`src/vdc_pkg.sv`:
```
// Constants and types for the video decoder two-wire control port
package vdc_pkg;
	// Bus addresses (8-bit form, R/W in bit 0)
	localparam logic [7:0]  DEV_WADDR     = 8'h86;
	localparam logic [7:0]  DEV_RADDR     = 8'h87;
	// Direct register subaddresses
	localparam logic [7:0]  SUB_MAKER_ID  = 8'h00;
	localparam logic [7:0]  SUB_STATUS    = 8'h35;
	localparam logic [7:0]  SUB_RD_ADDR   = 8'h36;
	localparam logic [7:0]  SUB_WR_ADDR   = 8'h37;
	localparam logic [7:0]  SUB_DATA      = 8'h38;
	localparam logic [7:0]  SUB_OUT_EN    = 8'hf2;
	// Field positions and reset values
	localparam int          STATUS_BUSY_BIT = 2;
	localparam logic [7:0]  OUT_EN_RESET  = 8'h00;
	localparam logic [15:0] WORD_RESET    = 16'h0000;
	// Bit counts of one serial byte
	localparam logic [3:0]  BITS_IN_BYTE  = 4'h8;
	localparam logic [3:0]  LAST_TX_BIT   = 4'h7;

	typedef enum logic [6:0] {
		ST_IDLE  = 7'h01,
		ST_ADDR  = 7'h02,
		ST_ADACK = 7'h04,
		ST_WRITE = 7'h08,
		ST_WRACK = 7'h10,
		ST_READ  = 7'h20,
		ST_RDACK = 7'h40
	} vdc_state_type;
endpackage : vdc_pkg

```
`src/vdc_indirect.sv`:
```
// Indirect access engine towards the coprocessor_ram register space
`timescale 1ns/10ps
module vdc_indirect
	import vdc_pkg::*;
(
	// Clock and reset
	input  wire logic        clk_i,
	input  wire logic        rst_b_i,
	// Commands from the serial side
	input  wire logic        rd_go_i,
	input  wire logic        wa_go_i,
	input  wire logic        dw_go_i,
	input  wire logic [15:0] word_i,
	// State towards the serial side
	output logic             busy_o,
	output logic [15:0]      hold_o,
	// coprocessor_ram port
	output logic             cop_req_o,
	output logic             cop_we_o,
	output logic [15:0]      cop_addr_o,
	output logic [15:0]      cop_wdata_o,
	input  wire logic        cop_ack_i,
	input  wire logic [15:0] cop_rdata_i
);
	logic [15:0] wr_addr_q;

	assign busy_o = cop_req_o;

	// Latched write target
	always_ff @(posedge clk_i or negedge rst_b_i) begin
		if (!rst_b_i) begin
			wr_addr_q <= WORD_RESET;
		end else if (wa_go_i && !cop_req_o) begin
			wr_addr_q <= word_i;
		end
	end

	// One pending transfer; busy until acknowledged
	always_ff @(posedge clk_i or negedge rst_b_i) begin
		if (!rst_b_i) begin
			cop_req_o   <= 1'b0;
			cop_we_o    <= 1'b0;
			cop_addr_o  <= WORD_RESET;
			cop_wdata_o <= WORD_RESET;
		end else if (cop_req_o) begin
			if (cop_ack_i) begin
				cop_req_o <= 1'b0;
			end
		end else if (rd_go_i) begin
			cop_req_o  <= 1'b1;
			cop_we_o   <= 1'b0;
			cop_addr_o <= word_i;
		end else if (dw_go_i) begin
			cop_req_o   <= 1'b1;
			cop_we_o    <= 1'b1;
			cop_addr_o  <= wr_addr_q;
			cop_wdata_o <= word_i;
		end
	end

	// Holding location for fetched data
	always_ff @(posedge clk_i or negedge rst_b_i) begin
		if (!rst_b_i) begin
			hold_o <= WORD_RESET;
		end else if (cop_req_o && cop_ack_i && !cop_we_o) begin
			hold_o <= cop_rdata_i;
		end
	end
endmodule : vdc_indirect

```
`src/vdc_ctrl_port.sv`:
```
// Two-wire control port of the video decoder, top level
`timescale 1ns/10ps
module vdc_ctrl_port
	import vdc_pkg::*;
#(
	parameter logic [7:0] MAKER_ID = 8'h5a // Arbitrary value
)(
	// Clock and reset
	input  wire logic        clk_i,
	input  wire logic        rst_b_i,
	// Two-wire bus
	input  wire logic        scl_i,
	input  wire logic        sda_i,
	output logic             sda_o,
	output logic             sda_oe_b_o,
	// Direct control register
	output logic [7:0]       output_enable_control_o,
	// coprocessor_ram port
	output logic             cop_req_o,
	output logic             cop_we_o,
	output logic [15:0]      cop_addr_o,
	output logic [15:0]      cop_wdata_o,
	input  wire logic        cop_ack_i,
	input  wire logic [15:0] cop_rdata_i
);
	vdc_state_type state_q;
	logic          scl_q;
	logic          sda_q;
	logic [3:0]    bitcnt_q;
	logic [7:0]    sr_q;
	logic [7:0]    tx_q;
	logic [7:0]    sub_q;
	logic          sub_seen_q;
	logic          pair_q;
	logic [7:0]    hi_q;
	logic          nack_q;
	logic          busy;
	logic [15:0]   hold;
	logic          start_ev;
	logic          stop_ev;
	logic          rise;
	logic          fall;
	logic          byte_wr;
	logic          data_wr;
	logic          ld_ev;
	logic          word_sub;
	logic          rd_go;
	logic          wa_go;
	logic          dw_go;
	logic [15:0]   word;

	function automatic logic [7:0] read_byte(input logic [7:0]  sub,
	                                          input logic        pair,
	                                          input logic        bsy,
	                                          input logic [15:0] hld,
	                                          input logic [7:0]  oec);
		logic [7:0] r;
		r = 8'h00;
		unique case (sub)
			SUB_MAKER_ID: r = MAKER_ID;
			SUB_STATUS:   r[STATUS_BUSY_BIT] = bsy;
			SUB_DATA:     r = pair ? hld[7:0] : hld[15:8];
			SUB_OUT_EN:   r = oec;
			default:      r = 8'h00;
		endcase
		return r;
	endfunction : read_byte

	////////////////////////////////////////////////////////////////////////////
	// Bus condition detection
	always_ff @(posedge clk_i or negedge rst_b_i) begin
		if (!rst_b_i) begin
			scl_q <= 1'b1;
			sda_q <= 1'b1;
		end else begin
			scl_q <= scl_i;
			sda_q <= sda_i;
		end
	end

	assign start_ev = scl_q && scl_i && sda_q && !sda_i;
	assign stop_ev  = scl_q && scl_i && !sda_q && sda_i;
	assign rise     = !scl_q && scl_i;
	assign fall     = scl_q && !scl_i;
	assign byte_wr  = fall && (state_q == ST_WRITE) && (bitcnt_q == BITS_IN_BYTE);
	assign data_wr  = byte_wr && sub_seen_q;
	assign ld_ev    = fall && (((state_q == ST_ADACK) && sr_q[0]) ||
	                           ((state_q == ST_RDACK) && !nack_q));
	assign word_sub = (sub_q == SUB_RD_ADDR) || (sub_q == SUB_WR_ADDR) ||
	                  (sub_q == SUB_DATA);

	////////////////////////////////////////////////////////////////////////////
	// Protocol sequencer
	always_ff @(posedge clk_i or negedge rst_b_i) begin
		if (!rst_b_i) begin
			state_q <= ST_IDLE;
		end else if (start_ev) begin
			state_q <= ST_ADDR;
		end else if (stop_ev) begin
			state_q <= ST_IDLE;
		end else if (fall) begin
			unique case (state_q)
				ST_IDLE:  state_q <= ST_IDLE;
				ST_ADDR: begin
					if (bitcnt_q == BITS_IN_BYTE) begin
						state_q <= ({sr_q[7:1], 1'b0} == DEV_WADDR) ? ST_ADACK : ST_IDLE;
					end
				end
				ST_ADACK: state_q <= sr_q[0] ? ST_READ : ST_WRITE;
				ST_WRITE: begin
					if (bitcnt_q == BITS_IN_BYTE) begin
						state_q <= ST_WRACK;
					end
				end
				ST_WRACK: state_q <= ST_WRITE;
				ST_READ: begin
					if (bitcnt_q == LAST_TX_BIT) begin
						state_q <= ST_RDACK;
					end
				end
				ST_RDACK: state_q <= nack_q ? ST_IDLE : ST_READ;
			endcase
		end
	end

	// Bit counter
	always_ff @(posedge clk_i or negedge rst_b_i) begin
		if (!rst_b_i) begin
			bitcnt_q <= 4'h0;
		end else if (start_ev) begin
			bitcnt_q <= 4'h0;
		end else if (rise && (state_q == ST_ADDR || state_q == ST_WRITE)) begin
			bitcnt_q <= bitcnt_q + 4'h1;
		end else if (fall) begin
			if (state_q == ST_READ && bitcnt_q != LAST_TX_BIT) begin
				bitcnt_q <= bitcnt_q + 4'h1;
			end else if (state_q != ST_ADDR && state_q != ST_WRITE) begin
				bitcnt_q <= 4'h0;
			end else if (bitcnt_q == BITS_IN_BYTE) begin
				bitcnt_q <= 4'h0;
			end
		end
	end

	// Receive shift and host acknowledge capture
	always_ff @(posedge clk_i or negedge rst_b_i) begin
		if (!rst_b_i) begin
			sr_q   <= 8'h00;
			nack_q <= 1'b1;
		end else if (rise) begin
			if (state_q == ST_ADDR || state_q == ST_WRITE) begin
				sr_q <= {sr_q[6:0], sda_i};
			end
			if (state_q == ST_RDACK) begin
				nack_q <= sda_i;
			end
		end
	end

	// Transmit shift, high bit first
	always_ff @(posedge clk_i or negedge rst_b_i) begin
		if (!rst_b_i) begin
			tx_q <= 8'h00;
		end else if (ld_ev) begin
			tx_q <= read_byte(sub_q, pair_q, busy, hold, output_enable_control_o);
		end else if (fall && state_q == ST_READ) begin
			tx_q <= {tx_q[6:0], 1'b0};
		end
	end

	// Open-drain data line: acknowledges and zero bits pull low
	assign sda_o      = 1'b0;
	assign sda_oe_b_o = !((state_q == ST_ADACK) || (state_q == ST_WRACK) ||
	                      (state_q == ST_READ && !tx_q[7]));

	////////////////////////////////////////////////////////////////////////////
	// Subaddress and byte pairing
	always_ff @(posedge clk_i or negedge rst_b_i) begin
		if (!rst_b_i) begin
			sub_q      <= 8'h00;
			sub_seen_q <= 1'b0;
		end else if (start_ev) begin
			sub_seen_q <= 1'b0;
		end else if (byte_wr && !sub_seen_q) begin
			sub_q      <= sr_q;
			sub_seen_q <= 1'b1;
		end
	end

	always_ff @(posedge clk_i or negedge rst_b_i) begin
		if (!rst_b_i) begin
			pair_q <= 1'b0;
			hi_q   <= 8'h00;
		end else if (byte_wr && !sub_seen_q) begin
			pair_q <= 1'b0;
		end else if (data_wr && word_sub) begin
			pair_q <= !pair_q;
			if (!pair_q) begin
				hi_q <= sr_q;
			end
		end else if (ld_ev && sub_q == SUB_DATA) begin
			pair_q <= !pair_q;
		end
	end

	assign word  = {hi_q, sr_q};
	assign rd_go = data_wr && pair_q && (sub_q == SUB_RD_ADDR);
	assign wa_go = data_wr && pair_q && (sub_q == SUB_WR_ADDR);
	assign dw_go = data_wr && pair_q && (sub_q == SUB_DATA);

	// Direct writable register
	always_ff @(posedge clk_i or negedge rst_b_i) begin
		if (!rst_b_i) begin
			output_enable_control_o <= OUT_EN_RESET;
		end else if (data_wr && sub_q == SUB_OUT_EN) begin
			output_enable_control_o <= sr_q;
		end
	end

	vdc_indirect u_indirect (
		.clk_i       (clk_i),
		.rst_b_i     (rst_b_i),
		.rd_go_i     (rd_go),
		.wa_go_i     (wa_go),
		.dw_go_i     (dw_go),
		.word_i      (word),
		.busy_o      (busy),
		.hold_o      (hold),
		.cop_req_o   (cop_req_o),
		.cop_we_o    (cop_we_o),
		.cop_addr_o  (cop_addr_o),
		.cop_wdata_o (cop_wdata_o),
		.cop_ack_i   (cop_ack_i),
		.cop_rdata_i (cop_rdata_i)
	);
endmodule : vdc_ctrl_port

```
`config.mk`:
```
export PLATFORM = sky130hd
export DESIGN_NAME = vdc_ctrl_port
export DESIGN_NICKNAME = d
export VERILOG_FILES = /design/src/vdc_pkg.sv /design/src/vdc_indirect.sv /design/src/vdc_ctrl_port.sv
export SDC_FILE = /design/constraint.sdc
export NUM_CORES = 1
export LEC_CHECK = 0
export BUFFER_PORTS_ARGS = -buffer_cell sky130_fd_sc_hd__buf_2
export CORE_ASPECT_RATIO = 1.2
export CORE_MARGIN = 2
export CORE_UTILIZATION = 51
export DETAILED_ROUTE_END_ITERATION = 7
export GPL_TIMING_DRIVEN = 0
export HOLD_SLACK_MARGIN = 0.03
export PLACE_DENSITY = 0.74
export SLEW_MARGIN = 40
export SYNTH_ARGS = -nofsm -noshare
export SYNTH_HDL_FRONTEND = slang
export SYNTH_SLANG_ARGS = --single-unit
export TNS_END_PERCENT = 1
```
`constraint.sdc`:
```
create_clock -name clk_i -period 2.5 [get_ports clk_i]
set_input_delay 0 -clock clk_i [delete_from_list [all_inputs] [get_ports clk_i]]
set_output_delay 0 -clock clk_i [all_outputs]
set_load 0.005 [all_outputs]
```
* After elaboration in Yosys (flattened, before gate mapping)
Cells that the tools add are included.
W data, S select, Z words.
** Operators by class
- Add/subtract/negate cells :: 1
- Eq/ne operators :: 21
- Multiplexer cells :: 35
- Bitwise gates (word level) :: 5
- Reduce and logical (&&, ||, !) cells :: 62
** Operator list (number)
- $pmux W7 S7 :: 1
- $mux W7 :: 6
- $eq A8 B6 Y1 const B :: 4
- $mux W16 :: 2
- $logic_and A1 B1 Y1 :: 29
- $mux W4 :: 6
- $mux W8 :: 3
- $pmux W5 S3 :: 1
- $eq A7 B7 Y1 const B :: 2
- $mux W6 :: 2
- $logic_not A1 Y1 :: 11
- $mux W1 :: 11
- $reduce_and A2 Y1 :: 5
- $reduce_bool A3 Y1 :: 3
- $eq A8 B8 Y1 const B :: 1
- $logic_not A8 Y1 :: 1
- $ne A4 B3 Y1 const B :: 2
- $ne A4 B4 Y1 const B :: 2
- $eq A7 B1 Y1 const B :: 1
- $eq A7 B2 Y1 const B :: 1
- $eq A7 B3 Y1 const B :: 1
- $eq A7 B4 Y1 const B :: 1
- $eq A7 B5 Y1 const B :: 1
- $eq A7 B6 Y1 const B :: 1
- other kinds (14) :: 26
** Storage, ports and cells
- Flip-flop bits (word level) :: 122
- Output and inout bits :: 44
- Word-level logic and storage cells :: 142

* Logic depth before layout (Yosys ltp)
Gate-level depths: netlist of run 1.
- Depth after elaboration :: 10
- Depth in mapped cells :: 9
- Depth with buffers taken out :: 7

* Modules after synthesis
From an unflattened synthesis of run 1, not the netlist that was laid out.
** Second synthesis, totals
- Cells, all modules :: 474
- Area, all modules :: 5664.2 µm²
** By module, submodules not included
- vdc_ctrl_port :: times used 1, cells an instance 287, area an instance 2972.9 µm², sequential area each 1406.3 µm²
- vdc_indirect :: times used 1, cells an instance 187, area an instance 2691.3 µm², sequential area each 1651.6 µm²

* Least setup slack after synthesis of run 1
Ideal clock, no wire load.
- Kind :: register -> register
- Start point :: register sub_q[1]
- End point :: register u_indirect.cop_wdata_o[10]
- Setup time :: 0.125 ns
- Arrival time :: 2.229 ns
- Path slack :: 0.146 ns
- Cell stages (with the launch flop) :: 7
- Cell sequence :: dfrtp_1 -> or3_4 -> or4_4 -> buf_6 -> nor3_4 -> buf_12 -> mux2_4
** On the way
- Longest elaborated chain between the ends :: 4
- Elaborated cells between the ends (all ways) :: 6
** Ends and longest elaborated chain
- from (decl) :: line vdc_ctrl_port.sv:32 : logic [7:0] sub_q;
- from (signal assigned) :: line vdc_ctrl_port.sv:185 : sub_q <= sr_q;
- $eq A8 B6 Y1 :: line vdc_ctrl_port.sv:207 : assign rd_go = data_wr && pair_q && (sub_q == SUB_RD_ADDR);
- $logic_and A1 B1 Y1 :: line vdc_ctrl_port.sv:207
- $not A1 Y1 (no source line)
- $reduce_and A3 Y1 (no source line) *
- to (signal assigned) :: line vdc_indirect.sv:57 : cop_wdata_o <= word_i;
- to (decl) :: line vdc_indirect.sv:21 : output logic [15:0] cop_wdata_o,
Mark *: on every way between the ends. The rest lies on a longest branch, timed or not.
A chain may end at the register's enable or synchronous reset.

* Worst setup path after layout of run 1
- Start point :: register sub_q[7]
- End point :: register u_indirect.cop_wdata_o[8]
Same word-level chain as after synthesis.

==> impl_metrics.py, run 1 <==
metrics = {
    "die": {
        "die_h_um": 118.9,
        "ios": 65,
        "design.die.area_um2": 11860,
        "core_um2": 10620,
        "fp.dieW_um": 99.74,
        "num_rows": 41,
        "initial_utilization_pct": 52.82,
    },
    "final_layout": {
        "drive_gt1_share_pct": 35.89,
        "fin_nets": 584,
        "most-common-layout-cells": "dfrtp_1 (118), buf_2 (66), mux2_2 (65)",
        "area_growth_pct": 25.67,
        "final_common_cell": "dfrtp_1",
        "fillers": 807,
    },
    "sta": {
        "period_needed_ns": 2.545,
        "worstMarginPinSlew_ns": 0.8691,
        "maxSlewViolCount": 0,
        "rsz0062_at_grt": "yes",
        "finalHoldViolCount": 0,
        "fmax_mhz": 392.9,
        "hold-worst-slack_ns": 0.09277,
        "setup_slack_ns": -0.04527,
        "skew_ns": 0.01093,
        "slew_headroom_pct": 41.53,
        "setup_violations": 9,
        "fin_crit_sh_pct": 101.8,
    },
    "route": {
        "drtIter0Drc": 170,
        "wl_mm": 12.20,
        "routedWlPerCell_um": 17.33,
        "post_drt_via_cell_ratio": 5.594,
        "vias": 3938,
        "drcViolationCount": 0,
        "ant_nets": 0,
        "first_pass_iters": 5,
    },
    "synth": {
        "synth_fp_nets": 481,
        "synth_top_cell_by_area": "dfrtp_1",
        "ys_warn_count": 0,
        "synth-async-reset-ratio_pct": 100.0,
        "synth_edf_count": 0,
        "seq_area_frac_synth_pct": 54.52,
        "synth_seq_cells": 122,
        "netlist_area_um2": 5609,
        "synthCells": 458,
        "ys.flop_type": "dfrtp_1",
        "synthTopCellsByArea": "dfrtp_1 (53%), mux2_2 (13%), mux2i_1 (5.2%)",
        "synth_top_area_share_pct": 52.64,
        "avgSynthCellArea_um2": 12.25,
        "ys_types": 65,
    },
    "setup_path": {
        "critical-path-max-stage-delay_ns": 0.49,
        "worstReg2RegEnd": "u_indirect.cop_wdata_o[8]",
        "cp-end-kind": "register",
        "worst_r2r_path_depth": 6,
        "crit_fanout": 10,
        "crit_chain": "or3_4 -> or4_4 -> buf_6 -> nor3_4 -> buf_12 -> mux2_4",
        "worst_ep_required_time_ns": 2.79,
        "critPathKind": "reg -> reg",
        "r2r-start": "sub_q[7]",
        "worst_path_max_delay_cell": "or4_4",
        "arrival_ns": 2.83,
        "r2r_setup_slack_ns": -0.05,
        "cp-start-kind": "register",
        "critical_path.startpoint": "sub_q[7]",
    },
    "clocking": {
        "htree_levels": 4,
        "root_buffer": "clkbuf_16",
        "cts_buffer_depth": 2,
        "clock_sinks": 122,
        "cts_buffers": 17,
        "cts_tree": "yes",
        "clock_latency_ns": 0.41,
        "cts.clk_slew.worst_paths_ns": 0.05,
    },
    "placed_design": {
        "place.gp.congestion": 0.9016,
        "hpwl_mm": 8.234,
        "port_buffers": 63,
    },
    "grt": {
        "grt_max_degree": 72,
        "antenna_found_initial": 0,
        "grt_pass1_wl_mm": 20.66,
        "first_global_vias": 4181,
        "grt_usage_pct": 22.19,
        "gr-total-overflow": 0,
    },
    "status": {
        "outcome": "finished with violations",
        "violations": "negative setup slack",
    },
    "pwr": {
        "p_total_uw": 5110,
        "peakVddDrop_mv": 0.4475,
        "leakagePower_uw": 0.003610,
        "power.density_nw_per_um2": 725.0,
    },
    "hold_path": {
        "hp-class": "in -> async",
    },
    "job": {
        "drv_cap": 0,
    },
}
-- repair_timing --
action	4_1_cts	5_1_grt
endpoints found under the hold margin	143	0
endpoints found under the setup margin	26	51
pin swaps	0	1
hold buffers	20	0
resized for setup	1	5
setup buffers	0	0
-- worst max-delay path by stage --
stage / cells past startpoint / endpoint / slack, ns
final: 6 / u_indirect.cop_wdata_o[8] / -0.05
after global routing: 7 / u_indirect.cop_wdata_o[11] / -0.15
after CTS: 6 / u_indirect.cop_wdata_o[10] / -0.06
after detailed placement: 6 / u_indirect.cop_wdata_o[10] / -0.05
after global placement: 4 / output_enable_control_o[3] / -0.10
after floorplan: 6 / u_indirect.cop_wdata_o[10] / 0.15
-- cell type report --
cell class | instances | area [um2] | area share [%]
clock buffers | 19 | 452.9 | 6.425
multi-input cells | 303 | 2390 | 33.90
well taps | 129 | 161.4 | 2.290
plain buffers | 24 | 152.6 | 2.165
diodes | 1 | 2.502 | 0.03550
inverters | 9 | 33.78 | 0.4792
repair buffers | 84 | 553.0 | 7.845
flip-flops and latches | 122 | 3058 | 43.38
clock inverters | 13 | 245.2 | 3.479
-- state kept, by name, indices dropped and copies added, names as in the netlist --
signal,count
bitcnt_q,4
hi_q,8
nack_q,1
output_enable_control_o,8
pair_q,1
scl_q,1
sda_q,1
sr_q,8
state_q,7
sub_q,8
sub_seen_q,1
tx_q,8
u_indirect.busy_o,1
u_indirect.cop_addr_o,16
u_indirect.cop_wdata_o,16
u_indirect.cop_we_o,1
u_indirect.hold_o,16
u_indirect.wr_addr_q,16
-- through the flow --
| stage | area, um2 | setup TNS (ns) | instances | util, % | setup WS, ns |
|---|---|---|---|---|---|
| floorplan | 5609 | 0 | 458 | - | 0.1460 |
| global placement | 6086 | -1.583 | 650 | 57.31 | -0.1047 |
| detailed placement | 6128 | -0.8725 | 651 | 57.71 | -0.04780 |
| CTS | 7032 | -0.9553 | 703 | 66.22 | -0.05845 |
| global route | 7047 | -2.056 | 703 | 66.36 | -0.1485 |
| finish | 7049 | -0.3463 | 704 | 66.38 | -0.04527 |
-- report_power, final --
group	internal [uW]	leakage, uW	total, uW	switching, uW
Sequential	2020	0.00167	2060	41.7
Clock	2010	0.000339	2870	855
Combinational	81.9	0.00160	183	101
-- routing by layer --
metal	routed length [um]	global-route usage [%]	vias up
li1	-	-	1856
met1	5228	27.16	1969
met2	6384	37.54	98
met3	369	6.045	15
met4	217	7.962	0
met5	0	0	-
-- critical path: cells and delay by family, from the launching register on --
family | cells | cell delay (ns)
buffers and inverters | 2 | 0.38
DFF | 1 | 0.40
muxes | 1 | 0.30
and+or+nand+nor | 3 | 1.35
-- cells in the mapped netlist (2+ instances only) --
cell type  count
dfrtp_1      118
mux2_2        65
nand2_1       48
mux2i_1       29
o21ai_0       27
nand3_1       18
nor2_1        14
clkbuf_1      11
a21oi_1        9
inv_1          9
mux2_4         9
a2111oi_0      4
a31oi_1        4
buf_2          4
buf_4          4
dfstp_2        4
nand2b_1       4
nor3_1         4
nor4_1         4
or3_1          4
a21o_1         3
and2_1         3
nand3b_1       3
nand4_1        3
or2_2          3
a221oi_1       2
and3_1         2
and4b_1        2
buf_6          2
ha_1           2
nand4_4        2
nor2b_1        2
nor4b_1        2
xnor2_1        2
xor2_1         2
-- logic make-up (layout without fill, tap and decap cells) --
logic type / Yosys count / count (layout) / share of synthesized area, %
simple gates: 132 / 132 / 13.63
flops: 122 / 122 / 54.52
mux: 103 / 103 / 20.63
compound gates: 61 / 61 / 6.781
buf+inv: 33 / 149 / 3.301
xor+xnor: 4 / 4 / 0.6247
fa+ha+maj: 2 / 2 / 0.4461
other cells: 1 / 2 / 0.06686
Note: power is estimated with default switching activity, not from simulation.
==> run 2, diff against run 1 <==
--- a/config.mk
+++ b/config.mk
@@ -12,7 +12,7 @@
 export DETAILED_ROUTE_END_ITERATION = 7
 export GPL_TIMING_DRIVEN = 0
 export HOLD_SLACK_MARGIN = 0.03
-export PLACE_DENSITY = 0.74
+export PLACE_DENSITY = 0.71
 export SLEW_MARGIN = 40
 export SYNTH_ARGS = -nofsm -noshare
 export SYNTH_HDL_FRONTEND = slang
==> constraint.sdc (replaced) <==
create_clock -name clk_i -period 3.2 [get_ports clk_i]
set_input_delay 0 -clock clk_i [delete_from_list [all_inputs] [get_ports clk_i]]
set_output_delay 0 -clock clk_i [all_outputs]
set_load 0.005 [all_outputs]
==> run 2 against run 1 <==
Effect of this change: the flow now finishes without violations; core utilization is 0.78 points lower; non-clock buffer count stayed put; routed wire length is 0.55% lower; clock-buffer cell count is 6 higher; largest cell class unchanged; highest routed layer unchanged.
==> impl_metrics.py, run 2 (synthesized netlist as in run 1, its figures left out) <==
metrics = {
    "grt": {
        "gr-usage-met3_pct": 5.692,
        "busiest_layer": "met2",
        "grt_pass1_wl_mm": 19.93,
        "grt_util_met1_pct": 26.45,
        "first_global_vias": 4013,
        "met2_usage_pct": 37.16,
        "antenna_found_initial": 0,
        "grt_max_degree": 68,
        "grt_usage_pct": 21.71,
        "gr-total-overflow": 0,
    },
    "route": {
        "drcViolationCount": 0,
        "wl_mm": 12.13,
        "drtIter0Drc": 193,
        "post_drt_via_cell_ratio": 5.694,
        "routedWlPerCell_um": 17.26,
        "ant_nets": 0,
        "first_pass_iters": 5,
        "vias": 4003,
    },
    "final_layout": {
        "final_util_pct": 65.61,
        "final_common_cell": "dfrtp_1",
        "fin_nets": 584,
        "area_growth_pct": 24.20,
        "finalNonFillerCells": 703,
        "num_antenna_cells": 0,
        "drive_gt1_share_pct": 35.19,
        "most-common-layout-cells": "dfrtp_1 (118), buf_2 (66), mux2_2 (65)",
    },
    "sta": {
        "fin_crit_sh_pct": 83.19,
        "finalHoldViolCount": 0,
        "slew_headroom_pct": 50.17,
        "worstMarginPinSlew_ns": 0.7417,
        "hold-worst-slack_ns": 0.09055,
        "rsz0062_at_grt": "no",
        "maxSlewViolCount": 0,
        "skew_ns": 0.009383,
        "setup_violations": 0,
        "tns_ns": 0,
        "fmax_mhz": 375.7,
        "period_needed_ns": 2.662,
    },
    "setup_path": {
        "worst-path-stages": 6,
        "crit_end": "u_indirect.cop_addr_o[1]",
        "cp-end-kind": "register",
        "crit_chain": "or3_4 -> nor4_1 -> o211ai_1 -> clkbuf_1 -> nand2_1 -> o21ai_0",
        "worstReg2RegEnd": "u_indirect.cop_addr_o[1]",
        "r2r-start": "sub_q[1]",
        "cp-start-kind": "register",
        "r2r_setup_slack_ns": 0.54,
        "critPathKind": "reg -> reg",
        "worst_r2r_path_depth": 6,
        "critical_path.startpoint": "sub_q[1]",
        "crit_buf_inv": 1,
        "crit_fanout": 10,
        "worst_path_dominant_cell_family": "simple AND/OR/NAND/NOR gates",
        "worst_ep_required_time_ns": 3.46,
        "critical-path-max-stage-delay_ns": 0.62,
        "worst_path_max_delay_cell": "nor4_1",
        "arrival_ns": 2.92,
    },
    "clocking": {
        "clock_latency_ns": 0.42,
        "root_buffer": "clkbuf_16",
        "cts_buffers": 17,
        "post_cts_buffers": 0,
        "hold_buffers": 20,
        "htree_levels": 4,
        "clock_sinks": 122,
        "cts.repair.resized": 0,
        "cts_buffer_depth": 2,
        "cts_tree": "yes",
        "cts.clk_slew.worst_paths_ns": 0.05,
    },
    "job": {
        "drv_cap": 0,
    },
    "status": {
        "outcome": "complete, no violations",
    },
    "placed_design": {
        "place_inst": 651,
        "place.gp.congestion": 0.8838,
        "port_buffers": 63,
        "hpwl_mm": 8.208,
    },
    "die": {
        "fp.dieW_um": 99.74,
        "initial_utilization_pct": 52.82,
        "die_h_um": 118.9,
        "core_um2": 10620,
        "design.die.area_um2": 11860,
        "ios": 65,
        "num_rows": 41,
    },
    "pwr": {
        "peakVddDrop_mv": 0.4144,
        "leakagePower_uw": 0.003577,
        "power.density_nw_per_um2": 536.2,
    },
    "hold_path": {
        "hp-class": "in -> async",
    },
}
## run 2: changes by cell type in the layout (fill, tap and decap cells not counted), sizes merged
cell,delta
diode,-1
clkinvlp,-2
bufinv,-4
clkbuf,+6
## run 2: report_power, final
part / leakage (uW) / total [uW] / internal (uW) / switching (uW)
Clock: 0.000313 / 1990 / 1340 / 643
Sequential: 0.00167 / 1610 / 1580 / 30.8
Combinational: 0.00159 / 144 / 63.9 / 80.2
Total: 0.00358 / 3740 / 2980 / 754
## run 2: how the worst min path moves through the flow
stage / start / to / cells after the start
final: rst_b_i / u_indirect.cop_addr_o[5] / 2
after global routing: rst_b_i / u_indirect.cop_addr_o[5] / 2
after CTS: rst_b_i / u_indirect.cop_addr_o[5] / 2
after detailed placement: rst_b_i / u_indirect.cop_addr_o[5] / 1
after global placement: scl_i / scl_q / 1
after floorplan: rst_b_i / bitcnt_q[0] / 0
## run 2: worst reg2reg max path, delay by kind of cell, from the launching register on
| family | cells | cell delay, ns |
|---|---|---|
| flops | 1 | 0.42 |
| compound gates | 2 | 0.55 |
| simple gates | 3 | 1.21 |
| buf+inv | 1 | 0.34 |
## run 2: final cells by class
type	count	area [um2]
fillers	814	3652
flip-flops and latches	122	3058
multi-input cells	303	2384
repair buffers	84	553.0
clock buffers	25	515.5
well taps	129	161.4
plain buffers	24	151.4
clock inverters	7	110.1
inverters	9	33.78
## run 2: stage by stage
step	total power [uW]	setup WS [ns]	cell area, um2
after floorplan	1677	0.8460	5609
after global placement	1745	0.5960	6086
after detailed placement	1756	0.6444	6128
after CTS	3756	0.5941	6954
after global routing	3851	0.3401	6967
final	3736	0.5380	6967
## run 2: layer usage
layer / part of all wire [%] / routed length [um] / vias to the layer above
met1: 42 / 5150 / 2041
met4: 2.0 / 245 / 0
met3: 3.7 / 447 / 20
li1: - / - / 1857
met2: 52 / 6289 / 85
met5: 0 / 0 / -
==> run 3, diff against run 2 <==
--- a/config.mk
+++ b/config.mk
@@ -12,7 +12,7 @@
 export DETAILED_ROUTE_END_ITERATION = 7
 export GPL_TIMING_DRIVEN = 0
 export HOLD_SLACK_MARGIN = 0.03
-export PLACE_DENSITY = 0.71
+export PLACE_DENSITY = 0.74
 export SLEW_MARGIN = 40
 export SYNTH_ARGS = -nofsm -noshare
 export SYNTH_HDL_FRONTEND = slang
==> constraint.sdc (replaced) <==
create_clock -name clk_i -period 2.41 [get_ports clk_i]
set_input_delay 0 -clock clk_i [delete_from_list [all_inputs] [get_ports clk_i]]
set_output_delay 0 -clock clk_i [all_outputs]
set_load 0.005 [all_outputs]
==> run 3 against run 2 <==
Effect of this change: final area increased by 3.4%; die area unchanged; core utilization increased by 2.2 points; highest routed layer unchanged; the flow now finishes with violations (negative setup slack); clock-buffer cell count down 6; critical path type unchanged.
==> impl_metrics.py, run 3 (synthesized netlist as in run 1, its figures left out) <==
metrics = {
    "sta": {
        "worstMarginPinSlew_ns": 1.006,
        "rsz0062_at_grt": "yes",
        "fin_crit_sh_pct": 100.5,
        "finalHoldViolCount": 0,
        "slew_headroom_pct": 32.30,
        "setup_slack_ns": -0.01281,
        "setup_violations": 7,
        "tns_ns": -0.04392,
        "period_needed_ns": 2.423,
        "fmax_mhz": 412.7,
        "maxSlewViolCount": 0,
        "skew_ns": 0.007622,
    },
    "pwr": {
        "power.density_nw_per_um2": 738.4,
        "peakVddDrop_mv": 0.4583,
        "power.switching_uw": 1052,
        "pwr-share-clk_pct": 56.3,
        "p_total_uw": 5317,
        "p_seq_share_pct": 40.2,
        "power.internal_uw": 4265,
        "p_comb_share_pct": 3.5,
        "swShare_pct": 19.79,
        "leakagePower_uw": 0.003665,
    },
    "final_layout": {
        "most-common-layout-cells": "dfrtp_1 (117), buf_2 (65), mux2_2 (58)",
        "fin_nets": 589,
        "final_common_cell": "dfrtp_1",
        "drive_gt1_share_pct": 38.34,
        "finalNonFillerCells": 709,
        "area_growth_pct": 28.37,
        "stdcell_area_um2": 7201,
    },
    "grt": {
        "antenna_found_initial": 0,
        "grt_pass1_wl_mm": 20.66,
        "first_global_vias": 4181,
        "grt_usage_pct": 22.19,
        "grt_max_degree": 72,
        "gr-total-overflow": 0,
    },
    "die": {
        "initial_utilization_pct": 52.82,
        "core_um2": 10620,
        "die_h_um": 118.9,
        "fp.dieW_um": 99.74,
        "ios": 65,
        "num_rows": 41,
        "design.die.area_um2": 11860,
    },
    "status": {
        "outcome": "finished with violations",
        "violations": "negative setup slack",
    },
    "setup_path": {
        "path_common_cell": "buf_6",
        "cp-end-kind": "register",
        "critPathKind": "reg -> reg",
        "arrival_ns": 2.72,
        "cp-start-kind": "register",
        "worst_path_max_delay_cell": "or4b_4",
        "worst_ep_required_time_ns": 2.70,
        "critical-path-max-stage-delay_ns": 0.54,
        "crit_fanout": 7,
        "crit_chain": "buf_6 -> or4b_4 -> nor4_4 -> nand3_2 -> nor3_4 -> buf_6 -> mux2_4",
    },
    "route": {
        "drcViolationCount": 0,
        "routedWlPerCell_um": 17.69,
        "wl_mm": 12.54,
        "ant_nets": 0,
        "vias": 4030,
        "drtIter0Drc": 223,
        "first_pass_iters": 4,
        "post_drt_via_cell_ratio": 5.684,
    },
    "clocking": {
        "clock_sinks": 122,
        "cts.clk_slew.worst_paths_ns": 0.06,
        "cts_buffers": 17,
        "cts_buffer_depth": 2,
        "clock_latency_ns": 0.42,
        "root_buffer": "clkbuf_16",
        "cts_tree": "yes",
        "htree_levels": 4,
    },
    "job": {
        "drv_cap": 0,
    },
    "placed_design": {
        "place.gp.congestion": 0.9016,
        "port_buffers": 63,
        "hpwl_mm": 8.234,
        "place_inst": 651,
        "pre_cts_slack_ns": -0.1378,
        "placed_cell_area_um2": 6128,
    },
    "hold_path": {
        "hp-class": "in -> async",
    },
}
[run 3: power by group through the flow]
stage                     Clock, uW  Combinational, uW  Sequential, uW
after floorplan                   0               79.5            2150
after global placement            0                152            2160
after detailed placement          0                166            2170
after CTS                      3020                193            2130
after global routing           3120                208            2140
final                          2990                186            2140
[run 3: area by class of cell]
type | count | area [um2]
multi-input cells | 303 | 2469
well taps | 129 | 161.4
diodes | 1 | 2.502
clock inverters | 13 | 245.2
fillers | 774 | 3418
plain buffers | 22 | 167.7
flip-flops and latches | 122 | 3059
repair buffers | 91 | 609.3
clock buffers | 19 | 452.9
inverters | 9 | 33.78
[run 3: repair_timing]
item                       4_1_cts  5_1_grt
hold buffers                    20        0
gates resized for setup          2       35
buffers inserted                 0        7
hold endpoints to repair       143        0
pin swaps                        0        8
setup endpoints to repair       42       73
[run 3: metrics by stage]
| stage | hold slack (ns) | utilization [%] |
|---|---|---|
| 2_1_floorplan | -0.2956 | - |
| 3_3_place_gp | 0.1429 | 57.31 |
| 3_5_place_dp | -0.06131 | 57.71 |
| 4_1_cts | 0.09656 | 66.23 |
| 5_1_grt | 0.1316 | 67.79 |
| 6_report | 0.08915 | 67.81 |
[run 3: final timing paths]
check                      cells after the start  slack (ns)                     start                        end
max in group asynchronous                      3        1.65                   rst_b_i                   sub_q[1]
max reg2reg                                    7       -0.01                state_q[2]  u_indirect.cop_wdata_o[6]
min                                            2        0.09                   rst_b_i   u_indirect.cop_addr_o[4]
max                                            7       -0.01                state_q[2]  u_indirect.cop_wdata_o[6]
min in group clk_i                             2        0.28                     scl_i                      scl_q
min reg2reg                                    2        0.47  u_indirect.cop_addr_o[6]   u_indirect.cop_addr_o[6]
[run 3: worst max-delay path, delay by kind of cell, from the launching register on]
kind                   cells  cell delay, ns
AND/OR/NAND/NOR            4            1.31
buffers and inverters      2            0.31
flip-flops                 1            0.37
multiplexers               1            0.31
[run 3: metal layers]
layer	GRT usage [%]	wire length (um)	share of wire (%)	vias up
met3	6.045	498	4.0	22
met2	37.54	6550	52	117
met4	7.962	245	2.0	0
li1	-	-	-	1874
met5	0	0	0	-
met1	27.16	5245	42	2017
